[src/verilog/aoc_regs.vh]
// constants for the converter output port and mode select block
`ifndef AOC_REGS_VH
`define AOC_REGS_VH
// output mode strap codes
`define AOC_OMODE_FULL 2'h0
`define AOC_OMODE_SIMUL 2'h1
`define AOC_OMODE_INTLV 2'h2
`define AOC_OMODE_DIFF 2'h3
// format strap codes
`define AOC_FMT_OB_NOSTAB 2'h0
`define AOC_FMT_OB_STAB 2'h1
`define AOC_FMT_TC_STAB 2'h2
`define AOC_FMT_TC_NOSTAB 2'h3
// pipeline latency in encode cycles
`define AOC_LATENCY 5
// interrupt bit positions
`define AOC_IRQ_RANGE 0
`define AOC_IRQ_SAMPLE 1
`define AOC_IRQ_MODECHG 2
// register offsets and enable reset value
`define AOC_REG_STATUS 4'h0
`define AOC_REG_CLEAR 4'h1
`define AOC_REG_ENABLE 4'h2
`define AOC_REG_STRAPS 4'h3
`define AOC_REG_COUNT 4'h4
`define AOC_ENABLE_RESET 3'h0
`endif

[src/verilog/aoc_output_port.v]
// converter output port with mode, format and power straps
`timescale 1ns/1ns
// Behaviour
// - a conversion starts on each rising edge of the encode clock.
// - shutdown low converts; output enable low drives, high tristates outputs.
// - shutdown high with enable low is nap; all outputs tristated.
// - shutdown and enable both high is sleep; all outputs tristated.
// - mode strap picks full-rate, simultaneous, interleaved or differential.
// - format strap picks offset binary or two's complement, and stabilizer.
// - second bus is 12 bits, tristated with its flag in full-rate mode.
// - second-bus strobe is driven in every mode but differential, and tristated in power-down or with output enable high.
// - range flag is high when the sample went over or under range.
// - two's complement codes around mid-scale are all zeros and all ones.
// - each sample's value is presented five encode cycles after sampling, six on the first bus in simultaneous mode.
// - encode is high when positive input exceeds the complementary input.
`include "aoc_regs.vh"
module aoc_output_port #(
    parameter WIDTH = 12,
    parameter LATENCY = `AOC_LATENCY
) (
    mclk,
    rst_n,
    encodePos,
    encodeNeg,
    powerDownSelect,
    outputEnable_n,
    outputModeStrap,
    formatStrap,
    sampleIn,
    sampleOverRange,
    regAddr,
    regWdata,
    regWrite,
    regRead,
    regRdata,
    irq,
    firstBusData,
    firstBusDataOe_n,
    firstBusRangeFlag,
    firstBusRangeFlagOe_n,
    firstBusStrobe,
    firstBusStrobeOe_n,
    secondBusData,
    secondBusDataOe_n,
    secondBusRangeFlag,
    secondBusRangeFlagOe_n,
    secondBusStrobe,
    secondBusStrobeOe_n,
    diffDataOut,
    diffRangeFlag,
    diffDataStrobe,
    diffOe_n,
    stabilizerOn,
    napMode,
    sleepMode
);
input wire mclk;
input wire rst_n;
input wire encodePos;
input wire encodeNeg;
input wire powerDownSelect;
input wire outputEnable_n;
input wire [1:0] outputModeStrap;
input wire [1:0] formatStrap;
input wire [WIDTH-1:0] sampleIn;
input wire sampleOverRange;
input wire [3:0] regAddr;
input wire [31:0] regWdata;
input wire regWrite;
input wire regRead;
output reg [31:0] regRdata;
output reg irq;
output reg [WIDTH-1:0] firstBusData;
output reg firstBusDataOe_n;
output reg firstBusRangeFlag;
output reg firstBusRangeFlagOe_n;
output reg firstBusStrobe;
output reg firstBusStrobeOe_n;
output reg [WIDTH-1:0] secondBusData;
output reg secondBusDataOe_n;
output reg secondBusRangeFlag;
output reg secondBusRangeFlagOe_n;
output reg secondBusStrobe;
output reg secondBusStrobeOe_n;
output reg [WIDTH-1:0] diffDataOut;
output reg diffRangeFlag;
output reg diffDataStrobe;
output reg diffOe_n;
output reg stabilizerOn;
output reg napMode;
output reg sleepMode;

// ************************************************************
// input synchronisers
// ************************************************************
// analog inputs (sample, range) are treated as held steady around the
// encode rise, so they are captured straight on the detected edge.
reg [1:0] syncPos;
reg [1:0] syncNeg;
reg [1:0] syncPd;
reg [1:0] syncOe;
reg [1:0] syncMode0;
reg [1:0] syncMode1;
reg [1:0] syncFmt0;
reg [1:0] syncFmt1;
reg encHigh;
reg encHighPrev;

always @(posedge mclk or negedge rst_n) begin
    if (!rst_n) begin
        syncPos <= 2'h0;
        syncNeg <= 2'h0;
        syncPd <= 2'h0;
        syncOe <= 2'h3;
        syncMode0 <= 2'h0;
        syncMode1 <= 2'h0;
        syncFmt0 <= 2'h0;
        syncFmt1 <= 2'h0;
        encHigh <= 1'b0;
        encHighPrev <= 1'b0;
    end else begin
        syncPos <= {syncPos[0], encodePos};
        syncNeg <= {syncNeg[0], encodeNeg};
        syncPd <= {syncPd[0], powerDownSelect};
        syncOe <= {syncOe[0], outputEnable_n};
        syncMode0 <= {syncMode0[0], outputModeStrap[0]};
        syncMode1 <= {syncMode1[0], outputModeStrap[1]};
        syncFmt0 <= {syncFmt0[0], formatStrap[0]};
        syncFmt1 <= {syncFmt1[0], formatStrap[1]};
        encHigh <= syncPos[1] & ~syncNeg[1];
        encHighPrev <= encHigh;
    end
end

wire encRise = encHigh & ~encHighPrev;
wire encFall = ~encHigh & encHighPrev;
wire [1:0] outMode = {syncMode1[1], syncMode0[1]};
wire [1:0] fmtSel = {syncFmt1[1], syncFmt0[1]};
wire powerDown = syncPd[1];
wire driveOff = syncOe[1];

function isTwosComp;
    input [1:0] f;
    begin
        isTwosComp = (f == `AOC_FMT_TC_STAB) || (f == `AOC_FMT_TC_NOSTAB);
    end
endfunction

function isDemux;
    input [1:0] m;
    begin
        isDemux = (m == `AOC_OMODE_SIMUL) || (m == `AOC_OMODE_INTLV);
    end
endfunction

// ************************************************************
// conversion pipeline
// ************************************************************
reg [WIDTH-1:0] pipeData [0:LATENCY-1];
reg [LATENCY-1:0] pipeRange;
reg [LATENCY-1:0] pipeValid;
wire [WIDTH-1:0] rawCode = pipeData[LATENCY-1];
// msb flip turns offset binary into two's complement, so codes just
// below and above mid-scale become all ones and all zeros
wire [WIDTH-1:0] fmtCode = isTwosComp(fmtSel) ?
    {~rawCode[WIDTH-1], rawCode[WIDTH-2:0]} : rawCode;
wire pipeOut = encRise & pipeValid[LATENCY-1] & ~powerDown;

genvar gi;
generate
    for (gi = 1; gi < LATENCY; gi = gi + 1) begin : stage
        always @(posedge mclk) begin
            if (encRise) begin
                pipeData[gi] <= pipeData[gi-1];
            end
        end
    end
endgenerate

always @(posedge mclk) begin
    if (encRise) begin
        pipeData[0] <= sampleIn;
    end
end

always @(posedge mclk or negedge rst_n) begin
    if (!rst_n) begin
        pipeRange <= {LATENCY{1'b0}};
        pipeValid <= {LATENCY{1'b0}};
    end else if (encRise) begin
        // over or under range both arrive as one flag
        pipeRange <= {pipeRange[LATENCY-2:0], sampleOverRange};
        pipeValid <= {pipeValid[LATENCY-2:0], ~powerDown};
    end
end

// ************************************************************
// output steering
// ************************************************************
reg toSecond;
reg [WIDTH-1:0] heldFirst;
reg heldFirstRange;
reg [2:0] modeSeen;
reg [15:0] sampleCount;

always @(posedge mclk or negedge rst_n) begin
    if (!rst_n) begin
        toSecond <= 1'b0;
        heldFirst <= {WIDTH{1'b0}};
        heldFirstRange <= 1'b0;
        firstBusData <= {WIDTH{1'b0}};
        firstBusRangeFlag <= 1'b0;
        firstBusStrobe <= 1'b0;
        secondBusData <= {WIDTH{1'b0}};
        secondBusRangeFlag <= 1'b0;
        secondBusStrobe <= 1'b0;
        diffDataOut <= {WIDTH{1'b0}};
        diffRangeFlag <= 1'b0;
        diffDataStrobe <= 1'b0;
        sampleCount <= 16'h0000;
    end else begin
        if (pipeOut) begin
            sampleCount <= sampleCount + 16'h0001;
        end
        // first-bus, diff and interleaved second-bus strobes rise with new data;
        // receiver latches on the falling edge, half an encode period later
        if (encFall) begin
            firstBusStrobe <= 1'b0;
            diffDataStrobe <= 1'b0;
            if (outMode == `AOC_OMODE_INTLV) begin
                secondBusStrobe <= 1'b0;
            end
        end
        if (pipeOut) begin
            case (outMode)
                `AOC_OMODE_FULL: begin
                    firstBusData <= fmtCode;
                    firstBusRangeFlag <= pipeRange[LATENCY-1];
                    firstBusStrobe <= 1'b1;
                    secondBusStrobe <= ~secondBusStrobe;
                end
                `AOC_OMODE_DIFF: begin
                    diffDataOut <= fmtCode;
                    diffRangeFlag <= pipeRange[LATENCY-1];
                    diffDataStrobe <= 1'b1;
                end
                `AOC_OMODE_INTLV: begin
                    toSecond <= ~toSecond;
                    if (toSecond) begin
                        secondBusData <= fmtCode;
                        secondBusRangeFlag <= pipeRange[LATENCY-1];
                        secondBusStrobe <= 1'b1;
                    end else begin
                        firstBusData <= fmtCode;
                        firstBusRangeFlag <= pipeRange[LATENCY-1];
                        firstBusStrobe <= 1'b1;
                    end
                end
                `AOC_OMODE_SIMUL: begin
                    // both buses update together; the first-bus word is
                    // one cycle older, hence latencies of 5 and 6
                    toSecond <= ~toSecond;
                    if (toSecond) begin
                        firstBusData <= heldFirst;
                        firstBusRangeFlag <= heldFirstRange;
                        secondBusData <= fmtCode;
                        secondBusRangeFlag <= pipeRange[LATENCY-1];
                        firstBusStrobe <= 1'b1;
                        secondBusStrobe <= 1'b0;
                    end else begin
                        heldFirst <= fmtCode;
                        heldFirstRange <= pipeRange[LATENCY-1];
                        secondBusStrobe <= 1'b1;
                    end
                end
                default: firstBusStrobe <= 1'b0;
            endcase
        end
    end
end

// ************************************************************
// output enables and power state
// ************************************************************
always @(posedge mclk or negedge rst_n) begin
    if (!rst_n) begin
        firstBusDataOe_n <= 1'b1;
        firstBusRangeFlagOe_n <= 1'b1;
        firstBusStrobeOe_n <= 1'b1;
        secondBusDataOe_n <= 1'b1;
        secondBusRangeFlagOe_n <= 1'b1;
        secondBusStrobeOe_n <= 1'b1;
        diffOe_n <= 1'b1;
        stabilizerOn <= 1'b0;
        napMode <= 1'b0;
        sleepMode <= 1'b0;
    end else begin
        napMode <= powerDown & ~driveOff;
        sleepMode <= powerDown & driveOff;
        stabilizerOn <= (fmtSel == `AOC_FMT_OB_STAB) ||
            (fmtSel == `AOC_FMT_TC_STAB);
        // any power-down state or output enable high tristates all
        firstBusDataOe_n <= powerDown | driveOff |
            (outMode == `AOC_OMODE_DIFF);
        firstBusRangeFlagOe_n <= powerDown | driveOff |
            (outMode == `AOC_OMODE_DIFF);
        firstBusStrobeOe_n <= powerDown | driveOff |
            (outMode == `AOC_OMODE_DIFF);
        secondBusDataOe_n <= powerDown | driveOff |
            ~isDemux(outMode);
        secondBusRangeFlagOe_n <= powerDown | driveOff |
            ~isDemux(outMode);
        // full-rate mode keeps this strobe driven
        secondBusStrobeOe_n <= powerDown | driveOff |
            (outMode == `AOC_OMODE_DIFF);
        diffOe_n <= powerDown | driveOff |
            (outMode != `AOC_OMODE_DIFF);
    end
end

// ************************************************************
// register port and interrupts
// ************************************************************
reg [2:0] irqStatus;
reg [2:0] irqEnable;
wire [2:0] irqEvents;
wire clearHit = regWrite && (regAddr == `AOC_REG_CLEAR);
wire [2:0] clearBits = clearHit ? regWdata[2:0] : 3'h0;
wire [2:0] modeNow = {isTwosComp(fmtSel), outMode};

assign irqEvents[`AOC_IRQ_RANGE] = pipeOut & pipeRange[LATENCY-1];
assign irqEvents[`AOC_IRQ_SAMPLE] = pipeOut;
assign irqEvents[`AOC_IRQ_MODECHG] = (modeSeen != modeNow);

always @(posedge mclk or negedge rst_n) begin
    if (!rst_n) begin
        irqStatus <= 3'h0;
        irqEnable <= `AOC_ENABLE_RESET;
        irq <= 1'b0;
        regRdata <= 32'h00000000;
        modeSeen <= 3'h0;
    end else begin
        modeSeen <= modeNow;
        // an event in the clearing cycle stays set
        irqStatus <= (irqStatus & ~clearBits) | irqEvents;
        if (regWrite && (regAddr == `AOC_REG_ENABLE)) begin
            irqEnable <= regWdata[2:0];
        end
        irq <= |(irqStatus & irqEnable);
        regRdata <= 32'h00000000;
        if (regRead) begin
            case (regAddr)
                `AOC_REG_STATUS: regRdata <= {29'h0, irqStatus};
                `AOC_REG_ENABLE: regRdata <= {29'h0, irqEnable};
                `AOC_REG_STRAPS: regRdata <= {24'h0, 1'b0, sleepMode,
                    napMode, stabilizerOn, fmtSel, outMode};
                `AOC_REG_COUNT: regRdata <= {16'h0, sampleCount};
                default: regRdata <= 32'h00000000;
            endcase
        end
    end
end

endmodule

[config.mk]
export PLATFORM = sky130hd
export DESIGN_NAME = aoc_output_port
export DESIGN_NICKNAME = d
export VERILOG_FILES = /design/src/verilog/aoc_output_port.v
export VERILOG_INCLUDE_DIRS = /design/src /design/src/verilog
export SDC_FILE = /design/constraint.sdc
export NUM_CORES = 1
export LEC_CHECK = 0
export BUFFER_PORTS_ARGS = -buffer_cell sky130_fd_sc_hd__buf_2
export CELL_PAD_IN_SITES_DETAIL_PLACEMENT = 1
export CELL_PAD_IN_SITES_GLOBAL_PLACEMENT = 2
export CORE_UTILIZATION = 34
export DETAILED_ROUTE_END_ITERATION = 6
export PLACE_DENSITY_LB_ADDON = 0.2
export REMOVE_ABC_BUFFERS = 1
export SYNTH_ARGS = -nofsm -noshare
export SYNTH_HDL_FRONTEND = slang
export SYNTH_SLANG_ARGS = --single-unit
[constraint.sdc]
create_clock -name mclk -period 2.9 [get_ports mclk]
set_input_delay 0.29 -clock mclk [delete_from_list [all_inputs] [get_ports mclk]]
set_output_delay 0.29 -clock mclk [all_outputs]
set_load 0.005 [all_outputs]
==> summary.md <==
| Metric | Value |
|---|---|
| Status | complete, no violations |
| Slew of the pin with the lowest slew margin | 0.793 ns |
| Max clock buf depth | 2 |
| TritonCTS clock tree | built |
| Req. time, crit path | 3.21 ns |
| Drt first-iter violations | 208 |
| Row cnt | 52 |
| Top Ports | 146 |
| Critical path launch point type | register |
| Internal power | 4640 uW |
| Layout area overhead | 19.7% |
| Post-Syn Area | 0.00716 sq mm |
| Ys Warns | 0 |
| Die area | 0.0217 sq mm |
| Slew headroom | 0.472 |
| Vias in the first global route | 4184 |
| Clk pwr share | 0.346 |
| Final WL | 13500 um |
| Largest net degree at the start of global routing | 85 |
| Global Route Usage Sum | 0.133 |
| Final worst path period share | 0.756 |
| Net Switching | 1540 uW |
| Clock sink count | 192 |
| Share of Yosys cell area claimed by the top area cell type | 0.444 |
| Net count, final | 635 |
| Final Skew | 0.00805 ns |
| Starting density of the core | 0.351 |
| Yosys cell types | 47 |
| Clock transition at path regs | 0.07 ns |
| Post-synth ARST share | 0.688 |
| Antenna Nets Post-Route | 0 |
| Grt ovf | 0 |
| Seq cells post-synth | 192 |
| Final Hold Vio Count | 0 |
| Post-Syn Area per Cell | 16.0 sq um |
| Mapped Cells | 449 |
| Inserted Diodes | 0 |
| Synth Flop Type | dfrtp_1 |
| Die W | 147 um |
| RSZ-0062 raised after global routing | no |
| Tmin final | 2.19 ns |
| Clock Latency Late Sink | 0.43 ns |
| Die Ht | 147 um |
| First drt pass iteration count | 4 |
| Reg power frac | 0.541 |
| Top cells by area, synth | dfrtp_1 (44%), edfxtp_1 (25%), mux2_2 (11%) |
| Leakage | 0.00393 uW |
| Worst-path cell chain | inv_1, ha_1, nor2b_1, nand2_1, mux2_2 |
| Crit path buf inv count | 1 |
| Gpl congestion | 0.750 |
| Final core utilization | 0.420 |
| Sequential fraction of the synthesis area | 0.714 |
| Setup ws final | 0.708 ns |
| Fraction of layout cells with a size suffix above 1 | 0.378 |
| Crit path DAT | 2.50 ns |
| Residual DRC | 0 |
| Cells on Worst Hold Path | 1 |
| Critical Path Sink Type | register |
| CTS resizes | 0 |
| HPWL after DPL | 8840 um |
| Switching Fraction | 0.250 |
| Critical path depth | 5 |
| Wire per inst | 15.8 um |
| Slowest cell on crit path | nand2_1 |
| Worst-path maximum fanout | 14 |
| Peak Freq | 456 MHz |
| Max VDD drop | 0.000415 V |
| Min-delay worst type | in2reg |
| Reg2reg path depth | 5 |
| Initial antenna violation count | 0 |
| Global-route wire length before repair | 21900 um |
| Pre-CTS setup slack | 0.663 ns |
| Combinational power share | 0.113 |
| Cell taking the most area after synthesis | dfrtp_1 |
| Cell family with most CP delay | simple AND/OR/NAND/NOR gates |
| CTS root buffer | clkbuf_16 |
| Final setup vio count | 0 |
| Most common cell in the netlist | dfrtp_1 |
| H-tree levels | 4 |
| DR vias | 3848 |
| Port Buffer Count | 100 |
| DR vias/cell | 4.53 |
| Max-cap viol count | 0 |
| Core Region | 0.0204 sq mm |
| Number of synthesized flops with an enable pin | 60 |
| Final Max Tran Viols | 0 |
| Tot Pwr | 6180 uW |
| Setup Buffers After CTS | 0 |
| Final TNS setup | 0 ns |
| CP Class | reg2reg |
| Inserted Clock Buffers | 17 |
| Pwr/cell area | 721 mW/mm^2 |
| Most instantiated cells after synthesis | dfrtp_1 (127), mux2_2 (67), edfxtp_1 (60), nand2_1 (29), buf_4 (21) |
| CP max stage delay | 0.52 ns |
## cell type report
class / count / area [sq um]
fill: 2110 / 11900
sequential: 192 / 5110
multi-input combinational: 230 / 1870
timing repair buffer: 116 / 674
clock buffer: 18 / 429
tap: 270 / 338
clock inverter: 14 / 109
inverter: 10 / 37.5
## cell usage in the layout (no fill, tap or decap), types with 5 or more instances in the layout
master         instances
nor3_1                 8
mux2_2                67
nand2_1               29
buf_2                 99
mux2_1                10
xnor2_1                7
buf_4                  5
o21ai_0                6
nor2_1                 8
dlygate4sd3_1          9
conb_1                16
dfstp_2                5
ha_1                   7
a22oi_1                7
and2_1                11
clkbuf_16             17
edfxtp_1              60
inv_1                 10
dfrtp_1              127
xor2_1                13
## power groups by stage
| stage | Clock, uW | Sequential [uW] | Combinational [uW] |
|---|---|---|---|
| floorplan | 0 | 3360 | 365 |
| global placement | 0 | 3390 | 678 |
| global route | 2320 | 3400 | 775 |
| finish | 2140 | 3350 | 696 |
| CTS | 2220 | 3350 | 716 |
| detailed placement | 0 | 3410 | 704 |
## path summary, 6_finish.rpt
check                             start                   to  slack, ns
min reg2reg                syncMode1[0]         syncMode1[1]       0.35
max reg2reg                syncMode1[1]         heldFirst[6]       0.71
max                        syncMode1[1]         heldFirst[6]       0.71
min in group asynchronous         rst_n          regRdata[8]       0.50
min                         sampleIn[5]       pipeData[0][5]       0.03
max in group asynchronous         rst_n  secondBusStrobeOe_n       1.58
## sequential cells by signal, indices dropped and copies added (netlist names), 5 cells and up
register and flops:
regRdata 16, heldFirst 12, pipeRange 5, sampleCount 16
pipeData 60, firstBusData 12, secondBusData 12, diffDataOut 12
pipeValid 5
## metal layers
metal,vias up,track usage,share of wire
li1,1781,-,-
met1,1961,0.172,0.45
met2,91,0.218,0.49
met3,15,0.0273,0.036
met4,0,0.0593,0.018
met5,-,0,0
## per-stage QoR
| step | cells | hold slack [ns] | instance area, sq um |
|---|---|---|---|
| 2_1_floorplan | 432 | -0.00559 | 7000 |
| 3_3_place_gp | 809 | 0.334 | 7950 |
| 3_5_place_dp | 809 | 0.336 | 7950 |
| 4_1_cts | 850 | 0.0133 | 8570 |
| 5_1_grt | 850 | 0.0143 | 8570 |
| 6_report | 850 | 0.0331 | 8570 |
## what timing repair did
| action | 4_1_cts | 5_1_grt |
|---|---|---|
| setup endpoints to repair | 0 | 0 |
| hold endpoints to repair | 91 | 0 |
| hold buffers | 9 | 0 |
## cell families (layout without fill, tap and decap cells)
group	after synthesis	count (layout)	synth area share
DFF	192	192	0.714
and+or+nand+nor	85	85	0.0657
muxes	78	78	0.122
buffers and inverters	42	158	0.0358
AOI/OAI and AO/OA	24	24	0.0253
xor gates and xnor gates	20	20	0.0245
adders and majority gates	7	7	0.0122
other	1	16	0.000524
Note: power is estimated with default switching activity, not from simulation.
